`config.mk`:
```
export PLATFORM = sky130hd
export DESIGN_NAME = hbd_spi_ctrl
export DESIGN_NICKNAME = d
export VERILOG_FILES = /design/src/verilog/hbd_pkg.sv /design/src/verilog/hbd_spi_ctrl.sv /design/src/verilog/hbd_sync.sv
export SDC_FILE = /design/constraint.sdc
export NUM_CORES = 1
export LEC_CHECK = 0
export BUFFER_PORTS_ARGS = -buffer_cell sky130_fd_sc_hd__buf_2
export CAP_MARGIN = 0
export CORE_MARGIN = 4
export CORE_UTILIZATION = 53
export DETAILED_ROUTE_END_ITERATION = 7
export PLACE_DENSITY = 0.75
export SLEW_MARGIN = 40
export SYNTH_ARGS = -nofsm -noshare
export SYNTH_HDL_FRONTEND = slang
export SYNTH_SLANG_ARGS = --single-unit
```
`constraint.sdc`:
```
create_clock -name i_clock -period 1.75 [get_ports i_clock]
set_input_delay 0.2625 -clock i_clock [delete_from_list [all_inputs] [get_ports i_clock]]
set_output_delay 0.2625 -clock i_clock [all_outputs]
set_load 0.01 [all_outputs]
```
`src/verilog/hbd_pkg.sv`:
```
// Package: field layout, frame limits and reset values of the motor bridge serial control
package hbd_pkg;

  // Frame length window, counted in sampled bits
  localparam logic [4:0]  HBD_MIN_BITS     = 5'h0f;
  localparam logic [4:0]  HBD_MAX_BITS     = 5'h11;
  localparam logic [4:0]  HBD_CNT_SAT      = 5'h1f;
  localparam int          HBD_WORD_BITS    = 16;
  localparam int          HBD_NUM_SW       = 6;
  localparam int          HBD_NUM_PAIRS    = 3;
  localparam int          HBD_SYNC_STAGES  = 2;

  // Bit positions in the command and status words
  localparam int          HBD_BIT_OV       = 15;
  localparam int          HBD_BIT_OT       = 14;
  localparam int          HBD_BIT_OC       = 13;
  localparam int          HBD_BIT_SW_HI    = 12;
  localparam int          HBD_BIT_SW_LO    = 7;
  localparam int          HBD_BIT_ARM      = 0;

  // Reset values
  localparam logic [15:0] HBD_RX_RST       = 16'h0000;
  localparam logic [15:0] HBD_TX_RST       = 16'h0000;
  localparam logic [5:0]  HBD_SW_RST       = 6'h00;
  localparam logic        HBD_FLAG_RST     = 1'b0;
  // Synchronised pins rest at idle levels, select high
  localparam logic [5:0]  HBD_PINS_RST     = 6'h10;

  // Command word, bit 15 down to bit 0
  typedef struct packed {
    logic       overvoltage_clear;
    logic       overtemp_clear;
    logic       overcurrent_clear;
    logic [5:0] sw_ctl;            // ctl_c2_low .. ctl_b2_high
    logic [5:0] outer_ctl;         // bridge rows not handled here
    logic       status_clear_arm;
  } hbd_cmd_t;

  // Status word, bit 15 down to bit 0
  typedef struct packed {
    logic       supply_overvoltage_flag;
    logic       overtemp_flag;
    logic       overcurrent_flag;
    logic [5:0] sw_sts;            // sts_c2_low .. sts_b2_high
    logic [6:0] zero;
  } hbd_sts_t;

  // Synchronised pin and detector levels
  typedef struct packed {
    logic sclk;
    logic chip_select_n;
    logic mosi;
    logic det_ov;
    logic det_ot;
    logic det_oc;
  } hbd_pins_t;

endpackage : hbd_pkg

```
`src/verilog/hbd_spi_ctrl.sv`:
```
// Serial command/status interface and fault latches of the half-bridge motor driver
`timescale 1ns/1ps
module hbd_spi_ctrl
  import hbd_pkg::*;
(
  // Clock and reset
  input  wire logic       i_clock,
  input  wire logic       i_sys_rst,
  // Serial pins from the master
  input  wire logic       i_sclk,
  input  wire logic       i_chip_select_n,
  input  wire logic       i_mosi,
  // Serial output pin
  output logic            o_spi_miso,
  output logic            o_spi_miso_oe,
  // Analog fault detectors, asynchronous levels
  input  wire logic       i_supply_overvoltage_det,
  input  wire logic       i_overtemp_det,
  input  wire logic       i_overcurrent_det,
  // Switch drives, c2_low at bit 5 down to b2_high at bit 0
  output logic [5:0]      o_switch_on,
  // Sticky fault flags
  output logic            o_supply_overvoltage_flag,
  output logic            o_overtemp_flag,
  output logic            o_overcurrent_flag
);

  hbd_pins_t   pins_s;
  logic        sclk_d_ff;
  logic        csn_d_ff;
  logic [4:0]  bit_cnt_ff;
  logic [4:0]  nxt_bit_cnt;
  logic [15:0] rx_ff;
  logic [15:0] nxt_rx;
  logic [15:0] tx_ff;
  logic [15:0] nxt_tx;
  logic        oe_ff;
  logic [5:0]  ctl_ff;
  logic [5:0]  nxt_ctl;
  logic [5:0]  switch_ff;
  logic [5:0]  nxt_switch;
  logic        ov_ff;
  logic        ot_ff;
  logic        oc_ff;
  logic        nxt_ov;
  logic        nxt_ot;
  logic        nxt_oc;

  // Pins and detectors cross into the core clock
  // Idle reset levels avoid a false select edge after reset
  hbd_sync #(
    .WIDTH   ($bits(hbd_pins_t)),
    .RST_VAL (HBD_PINS_RST)
  ) u_sync (
    .i_clock (i_clock),
    .i_sys_rst (i_sys_rst),
    .i_async ({i_sclk, i_chip_select_n, i_mosi,
               i_supply_overvoltage_det, i_overtemp_det, i_overcurrent_det}),
    .o_sync  (pins_s)
  );

  // Edge detection on the synchronised serial clock and select
  wire cs_active  = ~pins_s.chip_select_n;
  wire cs_fall    = ~pins_s.chip_select_n & csn_d_ff;
  wire cs_rise    = pins_s.chip_select_n & ~csn_d_ff;
  wire sclk_fall  = cs_active & ~pins_s.sclk & sclk_d_ff;
  wire sclk_rise  = cs_active & pins_s.sclk & ~sclk_d_ff;

  // Frame qualification and decoded command
  wire        frame_ok  = (bit_cnt_ff >= HBD_MIN_BITS) && (bit_cnt_ff <= HBD_MAX_BITS);
  wire        commit    = cs_rise & frame_ok;
  hbd_cmd_t   cmd;
  assign cmd = hbd_cmd_t'(rx_ff);
  wire        full_clr  = commit & cmd.status_clear_arm & cmd.overvoltage_clear;
  wire        ov_clr    = commit & cmd.overvoltage_clear;
  wire        ot_clr    = commit & (cmd.overtemp_clear | full_clr);
  wire        oc_clr    = commit & (cmd.overcurrent_clear | full_clr);

  // Status word presented to the master
  hbd_sts_t   sts;
  assign sts.supply_overvoltage_flag = ov_ff;
  assign sts.overtemp_flag           = ot_ff;
  assign sts.overcurrent_flag        = oc_ff;
  assign sts.sw_sts                  = switch_ff;
  assign sts.zero                    = '0;

  // Bit counter saturates so long frames stay rejected
  assign nxt_bit_cnt = cs_fall ? 5'h00 :
                       (sclk_fall && bit_cnt_ff != HBD_CNT_SAT) ? bit_cnt_ff + 5'h01 :
                       bit_cnt_ff;
  // Fresh frame starts from zero so a short word has bit 15 low
  wire [15:0] rx_base = cs_fall ? HBD_RX_RST : rx_ff;
  assign nxt_rx      = sclk_fall ? {rx_base[14:0], pins_s.mosi} : rx_base;
  // First bit stands from select fall; shift only after a bit was sampled
  assign nxt_tx      = cs_fall ? 16'(sts) :
                       (sclk_rise && bit_cnt_ff != 5'h00) ? {tx_ff[14:0], 1'b0} :
                       tx_ff;

  always_ff @(posedge i_clock or posedge i_sys_rst) begin
    if (i_sys_rst) begin
      sclk_d_ff  <= 1'b0;
      csn_d_ff   <= 1'b1;
      bit_cnt_ff <= 5'h00;
      rx_ff      <= HBD_RX_RST;
      tx_ff      <= HBD_TX_RST;
      oe_ff      <= 1'b0;
    end else begin
      sclk_d_ff  <= pins_s.sclk;
      csn_d_ff   <= pins_s.chip_select_n;
      bit_cnt_ff <= nxt_bit_cnt;
      rx_ff      <= nxt_rx;
      tx_ff      <= nxt_tx;
      oe_ff      <= cs_active;
    end
  end

  // Sticky flags: a detector hit in the clear cycle wins
  assign nxt_ov = pins_s.det_ov | (ov_ff & ~ov_clr);
  assign nxt_ot = pins_s.det_ot | (ot_ff & ~ot_clr);
  assign nxt_oc = pins_s.det_oc | (oc_ff & ~oc_clr);

  // Combined reset drops the controls, so outputs stay off until rewritten
  assign nxt_ctl = full_clr ? HBD_SW_RST :
                   commit   ? cmd.sw_ctl :
                   ctl_ff;

  // Both sides of one half-bridge on forces that leg off
  logic [5:0] shoot_mask;
  for (genvar p = 0; p < HBD_NUM_PAIRS; p++) begin : g_pair
    wire both_on = nxt_ctl[2*p] & nxt_ctl[2*p+1];
    assign shoot_mask[2*p]   = both_on;
    assign shoot_mask[2*p+1] = both_on;
  end

  // Any live fault forces every output off until its flag is cleared
  wire fault_any = nxt_ov | nxt_ot | nxt_oc;
  assign nxt_switch = fault_any ? HBD_SW_RST : (nxt_ctl & ~shoot_mask);

  always_ff @(posedge i_clock or posedge i_sys_rst) begin
    if (i_sys_rst) begin
      ov_ff     <= HBD_FLAG_RST;
      ot_ff     <= HBD_FLAG_RST;
      oc_ff     <= HBD_FLAG_RST;
      ctl_ff    <= HBD_SW_RST;
      switch_ff <= HBD_SW_RST;
    end else begin
      ov_ff     <= nxt_ov;
      ot_ff     <= nxt_ot;
      oc_ff     <= nxt_oc;
      ctl_ff    <= nxt_ctl;
      switch_ff <= nxt_switch;
    end
  end

  assign o_spi_miso                = tx_ff[HBD_WORD_BITS-1];
  assign o_spi_miso_oe             = oe_ff;
  assign o_switch_on               = switch_ff;
  assign o_supply_overvoltage_flag = ov_ff;
  assign o_overtemp_flag           = ot_ff;
  assign o_overcurrent_flag        = oc_ff;
endmodule : hbd_spi_ctrl

```
`src/verilog/hbd_sync.sv`:
```
// Two-stage level synchroniser, one lane per bit
`timescale 1ns/1ps
module hbd_sync #(
  parameter int               WIDTH   = 1,
  parameter logic [WIDTH-1:0] RST_VAL = '0
) (
  // Clock and reset
  input  wire logic             i_clock,
  input  wire logic             i_sys_rst,
  // Levels
  input  wire logic [WIDTH-1:0] i_async,
  output logic      [WIDTH-1:0] o_sync
);

  logic [WIDTH-1:0] meta_ff;
  logic [WIDTH-1:0] sync_ff;

  // First stage feeds only the second stage
  always_ff @(posedge i_clock or posedge i_sys_rst) begin
    if (i_sys_rst) begin
      meta_ff <= RST_VAL;
      sync_ff <= RST_VAL;
    end else begin
      meta_ff <= i_async;
      sync_ff <= meta_ff;
    end
  end

  assign o_sync = sync_ff;

endmodule : hbd_sync
```
=== Yosys cells after proc, flatten, opt, wreduce, memory -nomap -nowiden ===
Index checks and enable logic that the tools add are counted.

* Add/subtract/negate cells: 1
* Order comparisons: 2
* Equality and inequality tests: 1
* Mux-type cells: 9
* Bitwise gates (word level): 34
* Reductions and logical operators: 7

{| class="wikitable"
|+ Operator list
! kind !! count
|-
| 2-to-1 mux 16 bit || 4
|-
| AND 1 bit || 18
|-
| 2-to-1 mux 6 bit || 3
|-
| 2-to-1 mux 5 bit || 2
|-
| NOT 1 bit || 7
|-
| OR 1 bit || 7
|-
| AND 6 bit || 1
|-
| NOT 6 bit || 1
|-
| nonzero test 2 bit || 3
|-
| adder 5 x 1 -> 5 bit, second input constant || 1
|-
| greater-or-equal comparator 5 x 4 -> 1 bit, second input constant || 1
|-
| <= comparator 5 bit, second input constant || 1
|-
| inequality test 5 bit, second input constant || 1
|-
| nonzero test 5 bit || 1
|-
| logical AND 1 bit || 3
|}

* Register bits after elaboration: 67

=== Depth between registers and ports, before layout ===
* Depth in word-level cells: 13
* Depth in mapped cells: 8

=== Modules after synthesis ===
From an unflattened synthesis, not the netlist that was laid out.

* Cells, all modules: 234
* Area total of the unflattened synthesis: 2493.6 um^2

{| class="wikitable"
|+ By module, submodules not included
! module !! times used !! cells each !! area an instance (um^2)
|-
| hbd_spi_ctrl || 1 || 221 || 2187.1
|-
| hbd_sync || 1 || 13 || 306.5
|}

=== Worst setup path after synthesis ===
Ideal clock, no wire load.

* Path type: register -> register
* From: reg bit_cnt_ff[0]
* To: reg switch_ff[2], in the netlist o_switch_on[2]
* Setup time: 0.079 ns
* Data arrival time: 1.846 ns
* Data required time: 1.671 ns
* Setup slack: -0.175 ns
* Cell stages (with the launch flop): 9
* Path buffers: 1
* Cell sequence: dfrtp_1 ha_1 and3_1 ha_1 o311ai_4 or2_2 buf_6 nand3b_1 a21oi_1

* Word-level cells in the longest chain between the ends: 13

{| class="wikitable"
|+ Ends and longest elaborated chain
! item !! line !! RTL
|-
| from (decl) || hbd_spi_ctrl.sv:31 || <nowiki>logic [4:0] bit_cnt_ff;</nowiki>
|-
| from (signal assigned) || hbd_spi_ctrl.sv:110 || <nowiki>bit_cnt_ff <= nxt_bit_cnt;</nowiki>
|-
| greater-or-equal comparator 5 x 4 -> 1 bit / <= comparator 5 bit (equally long branches) || hbd_spi_ctrl.sv:70 || <nowiki>wire frame_ok = (bit_cnt_ff >= HBD_MIN_BITS) && (bit_cnt_ff <= HBD_MAX_BITS);</nowiki>
|-
| logical AND 1 bit (*) || hbd_spi_ctrl.sv:70 ||
|-
| AND 1 bit (*) || hbd_spi_ctrl.sv:71 || <nowiki>wire commit = cs_rise & frame_ok;</nowiki>
|-
| AND 1 bit (2 in a row) || hbd_spi_ctrl.sv:74 || <nowiki>wire full_clr = commit & cmd.status_clear_arm & cmd.overvoltage_clear;</nowiki>
|-
| OR 1 bit || hbd_spi_ctrl.sv:76 || <nowiki>wire ot_clr = commit & (cmd.overtemp_clear | full_clr);</nowiki>
|-
| AND 1 bit || hbd_spi_ctrl.sv:76 ||
|-
| NOT 1 bit || hbd_spi_ctrl.sv:119 || <nowiki>assign nxt_ot = pins_s.det_ot | (ot_ff & ~ot_clr);</nowiki>
|-
| AND 1 bit || hbd_spi_ctrl.sv:119 ||
|-
| OR 1 bit || hbd_spi_ctrl.sv:119 ||
|-
| OR 1 bit (2 in a row) || hbd_spi_ctrl.sv:136 || <nowiki>wire fault_any = nxt_ov | nxt_ot | nxt_oc;</nowiki>
|-
| 2-to-1 mux 6 bit (*) || hbd_spi_ctrl.sv:137 || <nowiki>assign nxt_switch = fault_any ? HBD_SW_RST : (nxt_ctl & ~shoot_mask);</nowiki>
|-
| named net nxt_switch[2] || hbd_spi_ctrl.sv:41 || <nowiki>logic [5:0] nxt_switch;</nowiki>
|-
| to (signal assigned) || hbd_spi_ctrl.sv:151 || <nowiki>switch_ff <= nxt_switch;</nowiki>
|-
| to (decl) || hbd_spi_ctrl.sv:40 || <nowiki>logic [5:0] switch_ff;</nowiki>
|}

Mark *: on every way through the listed nets, which the timed path passes. The rest lies on a longest branch.
A chain may end at the register's enable or synchronous reset.

=== Worst setup path in the final report ===
* From: reg bit_cnt_ff[0]
* To: reg switch_ff[0], in the netlist o_switch_on[0]

Same word-level chain as after synthesis.

==> flow_summary.json <==
{
  "drt-met1-wl_mm": 2.11,
  "crit_type": "reg2reg",
  "grt_pass1_vias": 1800,
  "setup_viol": 15,
  "grt_start_max_net_pins": 61,
  "grt_usage_pct": 18.0,
  "status": "complete, but fails checks",
  "grt_pass1_wl_mm": 8.34,
  "worstPathRequired_ns": 2.00,
  "yosysWarnings": 0,
  "ys.flop_type": "dfrtp_1",
  "yosysSeqAreaShare_pct": 60.3,
  "post-route-drc-count": 0,
  "area_delta_synth_final_pct": 28.6,
  "numCtsBuffers": 9,
  "holdCritPathClass": "in2reg",
  "synth-xor-area-share_pct": 0.702,
  "netlist_area_um2": 2490,
  "drt_iter0_drc": 109,
  "synth_nets": 247,
  "netlist-cell-type-count": 32,
  "highest_layer": "met4",
  "insertedDiodeCount": 0,
  "rows": 24,
  "io_buffers": 18,
  "initial_core_util_pct": 56.1,
  "wl_mm": 5.35,
  "violations": "negative setup slack",
  "cp.arrival_ns": 2.23,
  "cts_root_buf": "clkbuf_8",
  "max_slew.worst_pin.slew_ns": 0.501,
  "synth-seq-cells": 60,
  "met2_wirelength_mm": 2.85,
  "p_leak_nw": 1.40,
  "layout_commonest_cell": "dfrtp_1",
  "synth_fa_ha_area_share_pct": 2.51,
  "report.final.slew_viol_count": 0,
  "max_freq_ghz": 0.505,
  "syn_avg_cell_area_um2": 10.7,
  "period_needed_ns": 1.98,
  "synth_compound_area_share_pct": 10.6,
  "fin_nets": 295,
  "drive_gt1_share_pct": 33.1,
  "vias_per_cell": 5.51,
  "cp_max_fo": 7,
  "start_kind": "flop",
  "synth_top_family_by_area": "simple AND/OR/NAND/NOR gates",
  "finalCritPeriodShare_pct": 113,
  "hold_viol": 0,
  "cp-end-kind": "flop",
  "synth.area.top_cells": "dfrtp_1, nand2_1, a21oi_1",
  "synth-edff-count": 0,
  "wl_per_cell_um": 15.8,
  "vias": 1867,
  "cts_tree": "done",
  "fin_ws_ns": -0.231,
  "die_h_um": 76.6,
  "synth_largest_area_cell": "dfrtp_1",
  "drt_pass1_iterations": 4,
  "whs_ns": 0.0348,
  "muxShareOfSynthArea_pct": 3.21,
  "clock-sinks": 60,
  "clock_skew_ns": 0.00760,
  "wl_met3_um": 251,
  "netlist_instances": 234,
  "mostFrequentLayoutCells": "dfrtp_1, nand2_1, buf_4, buf_2, a21oi_1",
  "cts_max_level": 3,
  "synthSimpleGateAreaFrac_pct": 19.1,
  "async_flop_share_pct": 100,
  "clkSlewWorstSetupHoldPaths_ns": 0.06,
  "clockBufferDepth": 2,
  "clkLatencyLatePin_ns": 0.33,
  "rsz0062_at_grt": "yes",
  "ant_nets": 0,
  "core_um2": 4440,
  "relSlewSlack_pct": 66.5,
  "antenna_found_initial": 0,
  "maxCapViolations": 0,
  "vdd_ir_drop_max_v": 0.000576,
  "powerDensity_nw_per_um2": 822,
  "dp.final_hpwl_mm": 3.12,
  "pin_count": 19,
  "dpl_cell_area_um2": 2730,
  "gp_congestion": 0.806,
  "overflow": 0,
  "postLayoutCellArea_um2": 3210,
  "die-width_um": 76.6,
  "die-area_um2": 5870,
  "synth_top_area_share_pct": 57.2
}
-- flip-flops by register name, indices dropped and copies added, names as in the netlist, 5 cells and up --
name and count:
u_sync.o_sync 6, bit_cnt_ff 5, u_sync.meta_ff 6, cmd 16, o_switch_on 6, tx_ff 9
ctl_ff 6
-- what timing repair did --
action	4_1_cts	5_1_grt
pin swaps	13	7
endpoints found under the hold margin	37	0
buffers inserted	6	8
hold buffers	1	0
setup endpoints to repair	15	23
gates resized for setup	16	28
cloned	1	1
-- worst max-delay path: stages, from the launching register on --
cell and delay [ns]:
dfrtp_1 0.38, ha_2 0.20, and3_4 0.16, ha_4 0.16
o311ai_4 0.44, o31a_2 0.23, nand4_4 0.17, a21oi_1 0.17
-- final timing paths --
check / from / depth (start not counted) / slack (ns) / end
worst max-delay path: bit_cnt_ff[0] / 7 / -0.23 / o_switch_on[0]
worst min-delay path: i_chip_select_n / 1 / 0.03 / u_sync.meta_ff[4]
worst max register to register: bit_cnt_ff[0] / 7 / -0.23 / o_switch_on[0]
worst min register to register: u_sync.meta_ff[1] / 0 / 0.35 / u_sync.o_sync[1]
max in group asynchronous: i_sys_rst / 4 / 0.93 / csn_d_ff
min in group asynchronous: i_sys_rst / 4 / 0.53 / u_sync.meta_ff[0]
-- through the flow --
stage          utilization, %  setup slack (ns)  total power, mW  setup TNS [ns]  cells
3_3_place_gp             61.2            -0.255             1.59           -2.78    308
5_1_grt                  72.2            -0.336             2.77           -3.49    339
4_1_cts                  68.1            -0.171             2.65           -1.38    331
6_report                 72.2            -0.231             2.64           -2.38    339
3_5_place_dp             61.4            -0.322             1.60           -3.35    308
2_1_floorplan               -           -0.0416             1.54          -0.249    234
-- final cells by class --
type,count,area (µm²)
clock buffer,13,149
clock inverter,3,15.0
fill,311,1230
inverter,9,36.3
multi-input combinational,157,1100
sequential,60,1510
tap,52,65.1
timing repair buffer,45,335
-- cells in the mapped netlist (all sizes together) (2+ instances only) --
master,count
nand3b,12
xor2,2
nand2,58
ha,5
nand2b,2
nand4,2
o21ai,9
o31ai,6
inv,9
nor2,8
mux2i,8
o21bai,3
clkbuf,5
dfrtp,57
nand3,10
buf,4
dfstp,3
a21oi,22
-- report_power, final --
group | switching, mW | internal, mW | total [mW]
registers | 0.0221 | 1.42 | 1.45
logic | 0.0948 | 0.0658 | 0.161
clock network | 0.484 | 0.546 | 1.03
-- metal layers --
layer | up-vias | global-route usage (%)
met5 | - | 0
met4 | 0 | 11.2
met3 | 13 | 3.55
met2 | 53 | 28.7
met1 | 917 | 22.5
li1 | 884 | -
-- cell families after synthesis --
| group | Yosys count |
|---|---|
| buffers and inverters | 18 |
| AOI/OAI and AO/OA | 43 |
| and+or+nand+nor | 98 |
| muxes | 8 |
| adders and majority gates | 5 |
| xor gates and xnor gates | 2 |
| DFF | 60 |
Note: power is estimated with default switching activity, not from simulation.
